**config.mk**
```make
export PLATFORM = sky130hd
export DESIGN_NAME = upconverter_aux_ram_amp_regs
export DESIGN_NICKNAME = d
export VERILOG_FILES = /design/src/upconv_regs_pkg.sv /design/src/upconverter_aux_ram_amp_regs.sv
export VERILOG_INCLUDE_DIRS = /design/src
export SDC_FILE = /design/constraint.sdc
export NUM_CORES = 1
export LEC_CHECK = 0
export BUFFER_PORTS_ARGS = -buffer_cell sky130_fd_sc_hd__buf_2
export CORE_ASPECT_RATIO = 1.5
export CORE_MARGIN = 4
export CORE_UTILIZATION = 63
export DETAILED_ROUTE_END_ITERATION = 7
export PLACE_DENSITY = 0.92
export SKIP_LAST_GASP = 1
export SYNTH_ARGS = -nofsm -noshare
export SYNTH_HDL_FRONTEND = slang
export SYNTH_SLANG_ARGS = --single-unit
```
**constraint.sdc**
```tcl
create_clock -name mclk_in -period 6.4 [get_ports mclk_in]
set_clock_uncertainty 0.2 [all_clocks]
set_input_delay 1.28 -clock mclk_in [delete_from_list [all_inputs] [get_ports mclk_in]]
set_output_delay 1.28 -clock mclk_in [all_outputs]
set_load 0.1 [all_outputs]
```
**src/upconv_regs_defines.svh**
```systemverilog
// Purpose: offsets, field positions and reset values for the upconverter register bank
// Assumes: word index addressing as delivered by the serial port engine
// Notes:   definitions only
`ifndef UPCONV_REGS_DEFINES_SVH
`define UPCONV_REGS_DEFINES_SVH

// ----------------------------------------------------------------------
// register addresses
// ----------------------------------------------------------------------
`define ADDR_DAC_FULL_SCALE_CTRL 5'h03
`define ADDR_AUTO_UPDATE_PERIOD 5'h04
`define ADDR_RAM_SEGMENT_ZERO 5'h05
`define ADDR_RAM_SEGMENT_ONE 5'h06
`define ADDR_AMPLITUDE_SCALE_CTRL 5'h09

// ----------------------------------------------------------------------
// field positions
// ----------------------------------------------------------------------
`define FSC_MSB 7
`define FSC_LSB 0
`define SEG_RATE_MSB 47
`define SEG_RATE_LSB 32
`define SEG_END_MSB 31
`define SEG_END_LSB 22
`define SEG_START_MSB 15
`define SEG_START_LSB 6
`define SEG_MODE_MSB 2
`define SEG_MODE_LSB 0
`define AMP_RATE_MSB 31
`define AMP_RATE_LSB 16
`define AMP_SCALE_MSB 15
`define AMP_SCALE_LSB 2
`define AMP_STEP_MSB 1
`define AMP_STEP_LSB 0

// ----------------------------------------------------------------------
// reset values
// ----------------------------------------------------------------------
`define RST_DAC_FULL_SCALE_CODE 8'hFF
`define RST_AUTO_UPDATE_PERIOD 32'h0FFF_FFFF
`define RST_SEG_RATE 16'h0000
`define RST_SEG_ADDR 10'h000
`define RST_SEG_MODE 3'h0
`define RST_AMP_RATE 16'h0000
`define RST_AMP_SCALE 14'h0000
`define RST_AMP_STEP 2'h0
`define AMP_UNITY 14'h3FFF

`endif

```
**src/upconv_regs_pkg.sv**
```systemverilog
// Purpose: types shared by the upconverter register bank
// Assumes: nothing
// Notes:   constants live in the defines header
package upconv_regs_pkg;

	// ----------------------------------------------------------------------
	// amplitude ramp direction
	// ----------------------------------------------------------------------
	typedef enum logic [1:0] {
		RAMP_HOLD = 2'b00,
		RAMP_UP = 2'b01,
		RAMP_DOWN = 2'b10
	} ramp_state_t;

	// active ram segment selection; bit 1 marks a selection, bit 0 names the segment
	typedef enum logic [1:0] {
		SEG_NONE = 2'b00,
		SEG_ZERO = 2'b10,
		SEG_ONE = 2'b11
	} seg_sel_t;

endpackage

```
**src/upconverter_aux_ram_amp_regs.sv**
```systemverilog
// Purpose: dac scale, auto update period, ram segment and amplitude scale registers
// Assumes: serial port engine on mclk_in delivers whole register words by index
// Notes:   control word bits arrive as plain inputs; pins are synchronised here
//
// How it works
// - 8-bit full-scale code at 0x03, resets 0xFF
// - update period at 0x04 acts immediately
// - period drives auto updates when enabled
// - segment zero used on trigger rising edge
// - segment one used on trigger falling edge
// - step rate lives in bits 47:32
// - end address lives in bits 31:22
// - start address lives in bits 15:6
// - playback mode lives in bits 2:0
// - amplitude register acts only when enabled
// - ramp rate paces automatic keying steps
// - no keying: field is scale directly
// - manual keying: field applied while pin high
// - automatic keying: field caps ramped scale
// - step size used only by automatic keying
`include "upconv_regs_defines.svh"
module upconverter_aux_ram_amp_regs
	import upconv_regs_pkg::*;
(
	input wire logic mclk_in,
	input wire logic nrst_in,
	input wire logic wr_en_in,
	input wire logic rd_en_in,
	input wire logic [4:0] addr_in,
	input wire logic [63:0] wr_data_in,
	input wire logic ram_enable_in,
	input wire logic amp_enable_in,
	input wire logic auto_keying_in,
	input wire logic manual_keying_in,
	input wire logic auto_update_enable_in,
	input wire logic ram_trigger_pin_in,
	input wire logic amplitude_keying_in,
	output logic [63:0] rd_data_out,
	output logic rd_valid_out,
	output logic [7:0] dac_full_scale_code_out,
	output logic auto_update_pulse_out,
	output logic seg_valid_out,
	output logic seg_index_out,
	output logic [15:0] seg_step_rate_out,
	output logic [9:0] seg_end_addr_out,
	output logic [9:0] seg_start_addr_out,
	output logic [2:0] seg_mode_out,
	output logic amp_active_out,
	output logic [13:0] amplitude_scale_value_out
);

	// ----------------------------------------------------------------------
	// storage
	// ----------------------------------------------------------------------
	logic [7:0] fsc_ff; // full-scale code
	logic [31:0] period_ff; // auto update period
	logic [15:0] seg_rate_ff [2]; // per-segment step rate
	logic [9:0] seg_end_ff [2]; // per-segment end address
	logic [9:0] seg_start_ff [2]; // per-segment start address
	logic [2:0] seg_mode_ff [2]; // per-segment playback mode
	logic [15:0] amp_rate_ff; // amplitude ramp rate
	logic [13:0] amp_scale_ff; // amplitude field / ceiling
	logic [1:0] amp_step_ff; // amplitude step size code
	logic [63:0] rd_data_ff;
	logic rd_valid_ff;
	logic [31:0] upd_cnt_ff; // auto update cycle counter
	logic upd_pulse_ff;
	logic [1:0] trig_sync_ff; // trigger pin synchroniser
	logic trig_prev_ff; // last synchronised trigger level
	logic [1:0] key_sync_ff; // keying pin synchroniser
	seg_sel_t seg_sel_ff;
	logic [15:0] seg_rate_out_ff;
	logic [9:0] seg_end_out_ff;
	logic [9:0] seg_start_out_ff;
	logic [2:0] seg_mode_out_ff;
	logic [15:0] ramp_cnt_ff; // ramp pacing counter
	ramp_state_t ramp_state_ff;
	logic [13:0] ramp_val_ff; // ramped amplitude
	logic [13:0] amp_out_ff;
	logic amp_active_ff;
	logic wr_fsc, wr_period, wr_amp;
	logic [1:0] wr_seg;
	logic trig_lvl, key_lvl;
	logic ramp_tick;
	logic [13:0] step_amt;
	logic [14:0] up_sum;
	logic [13:0] nxt_ramp;
	logic [13:0] nxt_amp;
	// write strobes per register
	assign wr_fsc = wr_en_in && (addr_in == `ADDR_DAC_FULL_SCALE_CTRL);
	assign wr_period = wr_en_in && (addr_in == `ADDR_AUTO_UPDATE_PERIOD);
	assign wr_seg[0] = wr_en_in && (addr_in == `ADDR_RAM_SEGMENT_ZERO);
	assign wr_seg[1] = wr_en_in && (addr_in == `ADDR_RAM_SEGMENT_ONE);
	assign wr_amp = wr_en_in && (addr_in == `ADDR_AMPLITUDE_SCALE_CTRL);

	// ----------------------------------------------------------------------
	// register writes
	// ----------------------------------------------------------------------
	// full-scale code; open bits 31:8 are simply not stored
	always_ff @(posedge mclk_in or negedge nrst_in) begin
		if (!nrst_in) begin
			fsc_ff <= `RST_DAC_FULL_SCALE_CODE;
		end else if (wr_fsc) begin
			fsc_ff <= wr_data_in[`FSC_MSB:`FSC_LSB];
		end
	end
	// update period, live on the write itself
	always_ff @(posedge mclk_in or negedge nrst_in) begin
		if (!nrst_in) begin
			period_ff <= `RST_AUTO_UPDATE_PERIOD;
		end else if (wr_period) begin
			period_ff <= wr_data_in[31:0];
		end
	end
	// segment descriptors; open bits 21:16 and 5:3 dropped
	always_ff @(posedge mclk_in or negedge nrst_in) begin
		if (!nrst_in) begin
			for (int i = 0; i < 2; i++) begin
				seg_rate_ff[i] <= `RST_SEG_RATE;
				seg_end_ff[i] <= `RST_SEG_ADDR;
				seg_start_ff[i] <= `RST_SEG_ADDR;
				seg_mode_ff[i] <= `RST_SEG_MODE;
			end
		end else begin
			for (int i = 0; i < 2; i++) begin
				if (wr_seg[i]) begin
					seg_rate_ff[i] <= wr_data_in[`SEG_RATE_MSB:`SEG_RATE_LSB];
					seg_end_ff[i] <= wr_data_in[`SEG_END_MSB:`SEG_END_LSB];
					seg_start_ff[i] <= wr_data_in[`SEG_START_MSB:`SEG_START_LSB];
					seg_mode_ff[i] <= wr_data_in[`SEG_MODE_MSB:`SEG_MODE_LSB];
				end
			end
		end
	end
	// amplitude register fields
	always_ff @(posedge mclk_in or negedge nrst_in) begin
		if (!nrst_in) begin
			amp_rate_ff <= `RST_AMP_RATE;
			amp_scale_ff <= `RST_AMP_SCALE;
			amp_step_ff <= `RST_AMP_STEP;
		end else if (wr_amp) begin
			amp_rate_ff <= wr_data_in[`AMP_RATE_MSB:`AMP_RATE_LSB];
			amp_scale_ff <= wr_data_in[`AMP_SCALE_MSB:`AMP_SCALE_LSB];
			amp_step_ff <= wr_data_in[`AMP_STEP_MSB:`AMP_STEP_LSB];
		end
	end

	// ----------------------------------------------------------------------
	// read back
	// ----------------------------------------------------------------------
	// open bits and unmapped addresses read zero
	always_ff @(posedge mclk_in or negedge nrst_in) begin
		if (!nrst_in) begin
			rd_data_ff <= 64'h0000_0000_0000_0000;
			rd_valid_ff <= 1'b0;
		end else begin
			rd_valid_ff <= rd_en_in;
			if (rd_en_in) begin
				case (addr_in)
					`ADDR_DAC_FULL_SCALE_CTRL: rd_data_ff <= {56'h0, fsc_ff};
					`ADDR_AUTO_UPDATE_PERIOD: rd_data_ff <= {32'h0, period_ff};
					`ADDR_RAM_SEGMENT_ZERO: rd_data_ff <= {16'h0, seg_rate_ff[0], seg_end_ff[0],
						6'h0, seg_start_ff[0], 3'h0, seg_mode_ff[0]};
					`ADDR_RAM_SEGMENT_ONE: rd_data_ff <= {16'h0, seg_rate_ff[1], seg_end_ff[1],
						6'h0, seg_start_ff[1], 3'h0, seg_mode_ff[1]};
					`ADDR_AMPLITUDE_SCALE_CTRL: rd_data_ff <= {32'h0, amp_rate_ff, amp_scale_ff,
						amp_step_ff};
					default: rd_data_ff <= 64'h0000_0000_0000_0000;
				endcase
			end
		end
	end

	// ----------------------------------------------------------------------
	// automatic update timer
	// ----------------------------------------------------------------------
	// pulses once every period+1 cycles; a period write restarts the count
	always_ff @(posedge mclk_in or negedge nrst_in) begin
		if (!nrst_in) begin
			upd_cnt_ff <= 32'h0000_0000;
			upd_pulse_ff <= 1'b0;
		end else if (!auto_update_enable_in || wr_period) begin
			upd_cnt_ff <= 32'h0000_0000;
			upd_pulse_ff <= 1'b0;
		end else if (upd_cnt_ff >= period_ff) begin
			upd_cnt_ff <= 32'h0000_0000;
			upd_pulse_ff <= 1'b1;
		end else begin
			upd_cnt_ff <= upd_cnt_ff + 32'h0000_0001;
			upd_pulse_ff <= 1'b0;
		end
	end

	// ----------------------------------------------------------------------
	// pin synchronisers
	// ----------------------------------------------------------------------
	always_ff @(posedge mclk_in or negedge nrst_in) begin
		if (!nrst_in) begin
			trig_sync_ff <= 2'b00;
			key_sync_ff <= 2'b00;
		end else begin
			trig_sync_ff <= {trig_sync_ff[0], ram_trigger_pin_in};
			key_sync_ff <= {key_sync_ff[0], amplitude_keying_in};
		end
	end
	assign trig_lvl = trig_sync_ff[1];
	assign key_lvl = key_sync_ff[1];

	// ----------------------------------------------------------------------
	// ram segment selection
	// ----------------------------------------------------------------------
	// trigger edge picks the segment; fields follow writes at once
	always_ff @(posedge mclk_in or negedge nrst_in) begin
		if (!nrst_in) begin
			trig_prev_ff <= 1'b0;
			seg_sel_ff <= SEG_NONE;
		end else begin
			trig_prev_ff <= trig_lvl;
			if (!ram_enable_in) begin
				seg_sel_ff <= SEG_NONE;
			end else if (trig_lvl && !trig_prev_ff) begin
				seg_sel_ff <= SEG_ZERO;
			end else if (!trig_lvl && trig_prev_ff) begin
				seg_sel_ff <= SEG_ONE;
			end
		end
	end
	// selected descriptor onto the outputs, zero when none is active
	always_ff @(posedge mclk_in or negedge nrst_in) begin
		if (!nrst_in) begin
			seg_rate_out_ff <= `RST_SEG_RATE;
			seg_end_out_ff <= `RST_SEG_ADDR;
			seg_start_out_ff <= `RST_SEG_ADDR;
			seg_mode_out_ff <= `RST_SEG_MODE;
		end else if (seg_sel_ff == SEG_NONE) begin
			// nothing selected: present zeros
			seg_rate_out_ff <= `RST_SEG_RATE;
			seg_end_out_ff <= `RST_SEG_ADDR;
			seg_start_out_ff <= `RST_SEG_ADDR;
			seg_mode_out_ff <= `RST_SEG_MODE;
		end else begin
			// low bit of the selection indexes the descriptor
			seg_rate_out_ff <= seg_rate_ff[seg_sel_ff[0]];
			seg_end_out_ff <= seg_end_ff[seg_sel_ff[0]];
			seg_start_out_ff <= seg_start_ff[seg_sel_ff[0]];
			seg_mode_out_ff <= seg_mode_ff[seg_sel_ff[0]];
		end
	end

	// ----------------------------------------------------------------------
	// automatic keying ramp
	// ----------------------------------------------------------------------
	// one step every rate+1 cycles; step is 1, 2, 4 or 8
	assign ramp_tick = (ramp_cnt_ff >= amp_rate_ff);
	assign step_amt = 14'h0001 << amp_step_ff;
	assign up_sum = {1'b0, ramp_val_ff} + {1'b0, step_amt};
	// next ramp value, never above the ceiling and never below zero
	always_comb begin
		nxt_ramp = ramp_val_ff;
		if (ramp_val_ff > amp_scale_ff) begin
			nxt_ramp = amp_scale_ff;
		end else if (ramp_tick && ramp_state_ff == RAMP_UP) begin
			if (up_sum > {1'b0, amp_scale_ff}) begin
				nxt_ramp = amp_scale_ff;
			end else begin
				nxt_ramp = up_sum[13:0];
			end
		end else if (ramp_tick && ramp_state_ff == RAMP_DOWN) begin
			if (ramp_val_ff < step_amt) begin
				nxt_ramp = 14'h0000;
			end else begin
				nxt_ramp = ramp_val_ff - step_amt;
			end
		end
	end
	// ramp direction follows the keying pin
	always_ff @(posedge mclk_in or negedge nrst_in) begin
		if (!nrst_in) begin
			ramp_state_ff <= RAMP_HOLD;
			ramp_cnt_ff <= 16'h0000;
			ramp_val_ff <= 14'h0000;
		end else if (!(amp_enable_in && auto_keying_in)) begin
			ramp_state_ff <= RAMP_HOLD;
			ramp_cnt_ff <= 16'h0000;
			ramp_val_ff <= 14'h0000;
		end else begin
			ramp_cnt_ff <= ramp_tick ? 16'h0000 : ramp_cnt_ff + 16'h0001;
			ramp_val_ff <= nxt_ramp;
			case (ramp_state_ff)
				RAMP_HOLD: ramp_state_ff <= key_lvl ? RAMP_UP : RAMP_DOWN;
				RAMP_UP: ramp_state_ff <= key_lvl ? RAMP_UP : RAMP_DOWN;
				RAMP_DOWN: ramp_state_ff <= key_lvl ? RAMP_UP : RAMP_DOWN;
				default: ramp_state_ff <= RAMP_HOLD;
			endcase
		end
	end

	// ----------------------------------------------------------------------
	// amplitude scale output
	// ----------------------------------------------------------------------
	// unity when the register is out of the path
	always_comb begin
		if (!amp_enable_in) begin
			nxt_amp = `AMP_UNITY;
		end else if (auto_keying_in) begin
			nxt_amp = nxt_ramp;
		end else if (manual_keying_in) begin
			nxt_amp = key_lvl ? amp_scale_ff : 14'h0000;
		end else begin
			nxt_amp = amp_scale_ff;
		end
	end

	always_ff @(posedge mclk_in or negedge nrst_in) begin
		if (!nrst_in) begin
			amp_out_ff <= `AMP_UNITY;
			amp_active_ff <= 1'b0;
		end else begin
			amp_out_ff <= nxt_amp;
			amp_active_ff <= amp_enable_in;
		end
	end

	// ----------------------------------------------------------------------
	// outputs
	// ----------------------------------------------------------------------
	assign rd_data_out = rd_data_ff;
	assign rd_valid_out = rd_valid_ff;
	assign dac_full_scale_code_out = fsc_ff;
	assign auto_update_pulse_out = upd_pulse_ff;
	assign seg_valid_out = seg_sel_ff[1];
	assign seg_index_out = seg_sel_ff[0];
	assign seg_step_rate_out = seg_rate_out_ff;
	assign seg_end_addr_out = seg_end_out_ff;
	assign seg_start_addr_out = seg_start_out_ff;
	assign seg_mode_out = seg_mode_out_ff;
	assign amp_active_out = amp_active_ff;
	assign amplitude_scale_value_out = amp_out_ff;
endmodule

```
# == Word-level counts from Yosys, hierarchy flattened ==
# Index checks and enable logic that the tools add are counted.
# word_totals
latchBits,0
mem_bits_rw,0
input_bits,80
register_bits,341
mem_bits_ro,0
mem_count,0
word_cells,106
out_inout_bits,130
# op_classes
shifts,1
eq_ne,8
add_sub_neg,4
bitwise_logic,1
multipliers,0
mux,39
n_reduce_logical,17
n_div,0
order_cmp,6
# ops
cell,n
$pmux W48 S5,1
$mux W14,10
$mux W16,6
$mux W10,8
$mux W32,2
$add A32 B1 Y32 const B,1
$ge A32 B32 Y1,1
$add A16 B1 Y16 const B,1
$ge A16 B16 Y1,1
$add A14 B14 Y15,1
$eq A5 B3 Y1 const B,3
$gt A15 B14 Y1,1
$gt A14 B14 Y1,1
$lt A14 B14 Y1,1
$shl A1 B2 Y14 const A,1
$sub A14 B14 Y14,1
$mux W2,6
$mux W3,4
$logic_and A1 B1 Y1,10
$eq A5 B2 Y1 const B,1
$eq A5 B4 Y1 const B,1
$logic_not A2 Y1,2
$logic_not A1 Y1,3
$ne A3 B1 Y1 const B,1
7 further kinds,8

# == Depth between registers and ports, before layout ==
# Gate-level depths: netlist of run 1.
# logic_depth
ltp_word,8
depth_mapped,17
depth_no_buf,16

# == Worst setup path before layout of run 1 ==
# No wires, ideal clock.
# synth_path
kind,reg2reg
start,register amp_step_ff[0]
end,register ramp_val_ff[3]
required_ns,6.105
path_stages_with_launch,18
arrival_ns,3.834
slack_ns,2.270
n_path_buf,1
synth_period_minus_slack_ns,4.130
setup_time_ns,0.095
cell_sequence,dfrtp_1 > nor2_1 > ha_1 > inv_1 > fa_1 > or3_1 > a31oi_2 > nand3_1 > xnor2_1 > ha_1 > a21o_1 > a211oi_1 > o2111ai_1 > a21oi_2 > buf_6 > mux2i_1 > a2111o_1 > o31ai_1
# synth_via
elab_chain_len,7
elab_cells_between_ends,11
classes_between,add/sub: 2; order compare: 2; shift: 1; mux: 6
# synth_lines
element,line,text
"start, declared",upconverter_aux_ram_amp_regs.sv:63,logic [1:0] amp_step_ff;
"start signal, assigned",upconverter_aux_ram_amp_regs.sv:140,amp_step_ff <= `RST_AMP_STEP;
"start signal, assigned",upconverter_aux_ram_amp_regs.sv:144,amp_step_ff <= wr_data_in[`AMP_STEP_MSB:`AMP_STEP_LSB];
$shl A1 B2 Y14 *,upconverter_aux_ram_amp_regs.sv:255,assign step_amt = 14'h0001 << amp_step_ff;
$add A14 B14 Y15 (tied with other cells),upconverter_aux_ram_amp_regs.sv:256,"assign up_sum = {1'b0, ramp_val_ff} + {1'b0, step_amt};"
$gt A15 B14 Y1 or $mux W14 (tied branches),"upconverter_aux_ram_amp_regs.sv:263, upconverter_aux_ram_amp_regs.sv:269",
$mux W14 (on tied branches),"upconverter_aux_ram_amp_regs.sv:263, upconverter_aux_ram_amp_regs.sv:268",
$mux W14 *,upconverter_aux_ram_amp_regs.sv:262,end else if (ramp_tick && ramp_state_ff == RAMP_UP) begin
$mux W14 *,upconverter_aux_ram_amp_regs.sv:260,if (ramp_val_ff > amp_scale_ff) begin
$mux W14 *,upconverter_aux_ram_amp_regs.sv:282,end else if (!(amp_enable_in && auto_keying_in)) begin
"end signal, assigned",upconverter_aux_ram_amp_regs.sv:288,ramp_val_ff <= nxt_ramp;
"end, declared",upconverter_aux_ram_amp_regs.sv:78,logic [13:0] ramp_val_ff;
# Every way passes the cells marked *; elsewhere a longest branch is shown, timed or not.
# A chain may end at the register's enable or synchronous reset.

# == Final worst setup path of run 1 ==
# layout_path
start,register amp_step_ff[0]
end,register ramp_val_ff[0]
# The elaborated chain is that of the path after synthesis.

==> flow_summary.json, run 1 <==
{
  "status": "complete, but fails checks",
  "violations": "DRC",
  "max-cap-violations": 0,
  "drc": 10,
  "dp_cells": 2037,
  "avgViaCountPerCell": 6.48,
  "required_ps": 6690,
  "critPathBufInv": 1,
  "die_h_um": 208,
  "avgSynthCellArea_um2": 10.6,
  "finalSetupTns_ps": 0,
  "drive_gt1_share_pct": 27.1,
  "fin_crit_ps": 5230,
  "ctsHoldBuffers": 0,
  "start_kind": "register",
  "ys_seq_area_share_pct": 48.7,
  "slowest_delay_ps": 630,
  "slew-limit-headroom_pct": 17.4,
  "synthArstFlopShare_pct": 100,
  "synth_edf_count": 0,
  "cts_max_path_buffers": 3,
  "setup_violations": 0,
  "postCtsSetupBuffers": 0,
  "htreeDepth": 1,
  "numCtsBuffers": 30,
  "wl_per_cell_um": 22.9,
  "root_buffer": "clkbuf_16",
  "reg2reg_slack_ps": 1170,
  "crit_chain": "nor2_1, ha_1, inv_1, fa_1, or3_1, a31oi_2, nand3_1, xnor2_1, ha_1, a21o_1, a211oi_1, o2111ai_1, a21oi_2, nand3_2, or3_1, a21boi_1",
  "hold_viol_final": 0,
  "synth_most_common_cell": "dfrtp_1",
  "gp_congestion": 0.979,
  "rows": 73,
  "areaGrowthSynthToFinish_pct": 13.0,
  "routed-via-count": 13600,
  "critPathMaxFanout": 11,
  "netlist_instances": 1590,
  "die_area_um2": 29500,
  "slowest_stage": "a21oi_2",
  "track_usage_pct": 32.2,
  "period_share_pct": 81.7,
  "synth_ff_type": "dfrtp_1",
  "first_iter_violations": 1259,
  "start_util_pct": 63.8,
  "synth-seq-cells": 325,
  "clock_latency_ps": 570,
  "syn-cell-area_um2": 16800,
  "yosys_warnings": 0,
  "coreArea_um2": 26400,
  "grt_max_degree": 123,
  "power_mw": 6.94,
  "hpwlAfterDp_um": 32800,
  "final_util_pct": 72.1,
  "rsz0062_at_grt": "no",
  "leakage_nw": 9.04,
  "tightestPinTransition_ps": 1240,
  "slew_viol_final": 0,
  "nets": 1900,
  "antenna_found_initial": 0,
  "critPathTopFamily": "compound AO/OA/AOI/OAI gates",
  "synth_cell_types": 79,
  "grt_pass1_vias": 14000,
  "overflow": 0,
  "clk_pin_slew_ps": 70,
  "critical_path_class": "reg -> reg",
  "pin_count": 210,
  "cts_tree": "built",
  "ir_worst_vdd_mv": 0.310,
  "antenna_left": 0,
  "drt_wl_total_um": 48000,
  "cts_resized": 0,
  "dr.pass1.iters": 8,
  "yosys-top-cells-count": "dfrtp_1, mux2_2, nand2_1",
  "io_buffers": 177,
  "stdcell_count": 2093,
  "cts.sinks": 325,
  "yosys-top-cells-area": "dfrtp_1, mux2_2, dfstp_2",
  "cp_data_arrival_time_ps": 5520,
  "synth_top_cell_by_area": "dfrtp_1",
  "cellPowerDensity_nw_per_um2": 365,
  "fp.dieW_um": 142,
  "min_path_type": "reg -> reg",
  "grt_pass1_wl_um": 75800,
  "fmaxAchievable_mhz": 191,
  "synth_top_area_share_pct": 40.9,
  "cp-end-kind": "register"
}
sequential cells by signal (all words and copies together), names as in the netlist, 3 cells and up:
signal                     flops
seg_mode_ff                    6
seg_step_rate_out             16
amp_scale_ff                  14
dac_full_scale_code_out        8
rd_data_out                   48
ramp_val_ff                   14
upd_cnt_ff                    32
seg_end_addr_out              10
seg_start_ff                  20
ramp_cnt_ff                   16
period_ff                     32
seg_mode_out                   3
seg_rate_ff                   32
amplitude_scale_value_out     14
seg_end_ff                    20
amp_rate_ff                   16
seg_start_addr_out            10
worst reg2reg max path, delay by kind of cell (launching register included):
family	cells	cell delay, ps
AO/OA/AOI/OAI	6	1760
AND/OR/NAND/NOR	5	1460
adder cells (fa/ha/maj)	3	930
flip-flops	1	460
XOR/XNOR	1	310
buffers and inverters	1	60
power by group:
| part | switching, mW | total, mW | internal, mW | leakage [nW] |
|---|---|---|---|---|
| Clock | 0.793 | 2.00 | 1.21 | 0.543 |
| Sequential | 0.272 | 2.65 | 2.37 | 4.18 |
| Combinational | 1.61 | 2.29 | 0.681 | 4.32 |
cell type report:
| type | instances | area [um2] |
|---|---|---|
| inverter | 125 | 469 |
| multi-input combinational | 1053 | 7770 |
| tap | 337 | 422 |
| fill | 1736 | 7370 |
| antenna | 1 | 2.50 |
| sequential | 325 | 8200 |
| clock inverter | 12 | 216 |
| clock buffer | 43 | 891 |
| timing repair buffer | 197 | 1060 |
through the flow:
step / hold WS, ps / setup slack (ps) / cell area [um2]
floorplan: 131 / 2270 / 16900
global placement: 132 / 1250 / 17900
detailed placement: 145 / 1250 / 17900
CTS: 160 / 1210 / 19000
global route: 168 / 928 / 19000
finish: 156 / 1170 / 19000
kinds of logic after synthesis:
| kind of cell | after synthesis | share of synthesized area (%) |
|---|---|---|
| other | 1 | 0.0223 |
| AND/OR/NAND/NOR | 401 | 11.5 |
| buffers and inverters | 227 | 5.61 |
| flip-flops | 325 | 48.7 |
| multiplexers | 161 | 10.7 |
| XOR/XNOR | 59 | 3.07 |
| adder cells (fa/ha/maj) | 88 | 6.63 |
| AO/OA/AOI/OAI | 328 | 13.8 |
per-layer routing:
metal	routed length [um]	up-vias	global-route usage (%)
li1	-	5964	-
met1	17100	6687	38.4
met2	24900	740	56.6
met3	3430	177	4.60
met4	2570	0	16.0
met5	0	-	0
worst paths after layout:
path	startpoint	endpoint	cells past startpoint
max	amp_step_ff[0]	ramp_val_ff[0]	16
min	trig_sync_ff[0]	trig_sync_ff[1]	0
max reg2reg	amp_step_ff[0]	ramp_val_ff[0]	16
min reg2reg	trig_sync_ff[0]	trig_sync_ff[1]	0
max in group asynchronous	nrst_in	ramp_val_ff[5]	2
min in group asynchronous	nrst_in	rd_data_out[20]	1
cells in the final DEF, fill, tap and decap left out, drive strengths merged, types with 7 or more instances in the layout:
cell    count
xnor2      31
o21ai      58
a21boi     22
inv       126
conb       16
xor2       28
nand2     138
nor4        8
o22ai      47
a22o        9
nor3       50
buf       197
dfstp      50
o221ai      9
ha         86
dfrtp     275
mux2i       9
a221oi      8
o32ai       7
a22oi      22
a211oi     10
nand2b      9
a222oi     21
o211ai      7
a21o       17
and3       15
a21oi      43
nand3      57
nand4      20
clkbuf     43
mux2      152
nor2       66
o21a        9
Power figures use the tool's default switching activity.
==> inputs of run 2 (changes only) <==
ABC_AREA = 1   (was not set)
CORE_UTILIZATION = 59   (was 63)
PLACE_DENSITY = 0.87   (was 0.92)
clock period = 5 ns   (was 6.4 ns; I/O delays follow)
==> flow_summary.json, run 2 <==
{
  "status": "finished clean",
  "fp.dieW_um": 149,
  "drc": 0,
  "antenna_left": 0,
  "comb_power_share_pct": 28.6,
  "numCtsBuffers": 30,
  "syn-cell-area_um2": 17500,
  "grt_pass1_vias": 16100,
  "nets": 2499,
  "reg2reg_to": "amplitude_scale_value_out[4]",
  "finalSetupTns_ps": 0,
  "clk_pin_slew_ps": 70,
  "critical_path_class": "reg -> reg",
  "clockPowerShare_pct": 29.6,
  "overflow": 0,
  "antenna_found_initial": 4,
  "startpoint": "amp_step_ff[1]",
  "fmaxAchievable_mhz": 224,
  "routed-via-count": 15900,
  "crit_path_end": "amplitude_scale_value_out[4]",
  "synth_edf_count": 0,
  "max-cap-violations": 0,
  "synth-seq-cells": 325,
  "grt_max_degree": 122,
  "ys_seq_area_share_pct": 46.9,
  "avgViaCountPerCell": 5.77,
  "required_ps": 5270,
  "wl_per_cell_um": 18.8,
  "cts_tree": "built",
  "cp_data_arrival_time_ps": 4740,
  "switching_share_pct": 38.8,
  "dr.pass1.iters": 6,
  "largest_reg_flops": 48,
  "drt_wl_total_um": 51900,
  "synth_cell_types": 51,
  "setup_violations": 0,
  "synth_top_area_share_pct": 39.3,
  "postCtsSetupBuffers": 0,
  "cellPowerDensity_nw_per_um2": 396,
  "synthArstFlopShare_pct": 100,
  "p_seq_share_pct": 41.8,
  "drive_gt1_share_pct": 16.1,
  "final_common_cell": "nand2_1",
  "synth_most_common_cell": "nand2_1",
  "die_area_um2": 32500,
  "start_util_pct": 59.5,
  "reg2reg_slack_ps": 530,
  "fin_crit_ps": 4470,
  "layout_common_cells": "nand2_1, dfrtp_1, inv_1, o21ai_0, buf_2",
  "cts.sinks": 325,
  "netlist_instances": 2193,
  "cts_resized": 0,
  "whs_ps": 155,
  "tightestPinTransition_ps": 1130,
  "yosys-top-cells-count": "nand2_1, dfrtp_1, inv_1",
  "first_iter_violations": 1344,
  "hpwlAfterDp_um": 36300,
  "yosys-top-cells-area": "dfrtp_1, nand2_1, dfstp_2",
  "stdcell_count": 2754,
  "gp_congestion": 0.963,
  "io_buffers": 177,
  "track_usage_pct": 32.0,
  "rsz0062_at_grt": "no",
  "leakage_nw": 10.2,
  "power_switching_mw": 3.01,
  "coreArea_um2": 29400,
  "clock_latency_ps": 600,
  "root_buffer": "clkbuf_16",
  "pin_count": 210,
  "critPathMaxFanout": 17,
  "areaGrowthSynthToFinish_pct": 12.1,
  "min_path_type": "reg -> reg",
  "die_h_um": 219,
  "r2r-start": "amp_step_ff[1]",
  "cts_max_path_buffers": 3,
  "synth_top_cell_by_area": "dfrtp_1",
  "rows": 77,
  "internal_power_mw": 4.75,
  "grt_pass1_wl_um": 82600,
  "ff2ff_path_depth": 24,
  "yosys_warnings": 0,
  "htreeDepth": 1,
  "ctsHoldBuffers": 0,
  "hold_viol_final": 0,
  "ir_worst_vdd_mv": 0.317,
  "synth_ff_type": "dfrtp_1",
  "slew_viol_final": 0,
  "final_util_pct": 66.7,
  "slew-limit-headroom_pct": 24.9,
  "period_share_pct": 89.3,
  "hold_depth": 0,
  "start_kind": "register",
  "avgSynthCellArea_um2": 7.98,
  "dp_cells": 2694,
  "cp-end-kind": "register",
  "power_mw": 7.76
}
-- run 2: changes by cell type in the layout (fill, tap and decap cells not counted), moves of 21 or more --
cell	delta
nand3_1	+43
mux2_2	-152
a21oi_1	+65
inv_1	+127
a21boi_0	-21
o21ai_0	+145
nand2_1	+474
a22oi_1	-22
o22ai_1	-39
a222oi_1	-21
xnor2_1	-23
nor2_1	+92
-- run 2: how the worst min path moves through the flow --
stage                         start               to  slack [ps]
CTS                 trig_sync_ff[0]  trig_sync_ff[1]         160
detailed placement  trig_sync_ff[0]  trig_sync_ff[1]         140
global route         key_sync_ff[0]   key_sync_ff[1]         160
floorplan            key_sync_ff[0]   key_sync_ff[1]         130
global placement     key_sync_ff[0]   key_sync_ff[1]         130
finish              trig_sync_ff[0]  trig_sync_ff[1]         160
-- run 2: layout make-up --
cell class / count / area [um2]
Fill cell: 2320 / 9780
Timing Repair Buffer: 200 / 1090
Antenna cell: 4 / 10.0
Clock inverter: 18 / 164
Clock buffer: 38 / 821
Tap cell: 395 / 494
Multi-Input combinational cell: 1515 / 7860
Sequential cell: 325 / 8200
Inverter: 259 / 972
-- run 2: cells by family (layout without fill, tap and decap cells) --
logic type | Yosys count | in the layout | synth area share (%)
and+or+nand+nor | 1000 | 1000 | 24.6
other | 1 | 20 | 0.0214
adders and majority gates | 88 | 88 | 6.38
AOI/OAI and AO/OA | 376 | 376 | 11.8
buffers and inverters | 368 | 515 | 8.62
xor gates and xnor gates | 35 | 35 | 1.75
DFF | 325 | 325 | 46.9
-- run 2: power groups by stage --
stage	clock network (mW)	logic, mW	registers, mW
after global placement	0	2.13	3.25
after detailed placement	0	2.18	3.27
after floorplan	0	1.12	3.76
final	2.30	2.22	3.24
after global routing	2.42	2.43	3.27
after CTS	2.32	2.20	3.23
-- run 2: critical path: stages, from the launching register on --
cell and delay, ps:
dfrtp_1 420, inv_1 90, nor2_1 150, inv_1 60, ha_1 410, nor2_1 160
nand2_1 70, nand2_1 160, nand3_1 130, a21oi_1 300, nand2_1 80, nand2_1 90
nand2_1 100, ha_1 300, nand2_1 80, nor2_1 130, nand4_1 130, nor3_1 300
o21ai_4 270, nand2_8 250, nand2_2 80, nand3_2 70, nand3_2 70, nand2_2 80
nand3_1 140
-- run 2: routing by layer --
metal  up-vias  wire length (um)  global-route usage, %
li1       7313                 -                      -
met1      7578             18000                   36.2
met2       775             26700                   56.9
met3       235              3520                   4.19
met4         0              3670                   19.4
met5         -                 0                      0
-- run 2: stage by stage --
stage	setup WS, ps	instance area [um2]
4_1_cts	579	19600
3_3_place_gp	619	18600
3_5_place_dp	624	18600
6_report	535	19600
5_1_grt	144	19600
2_1_floorplan	1330	17500
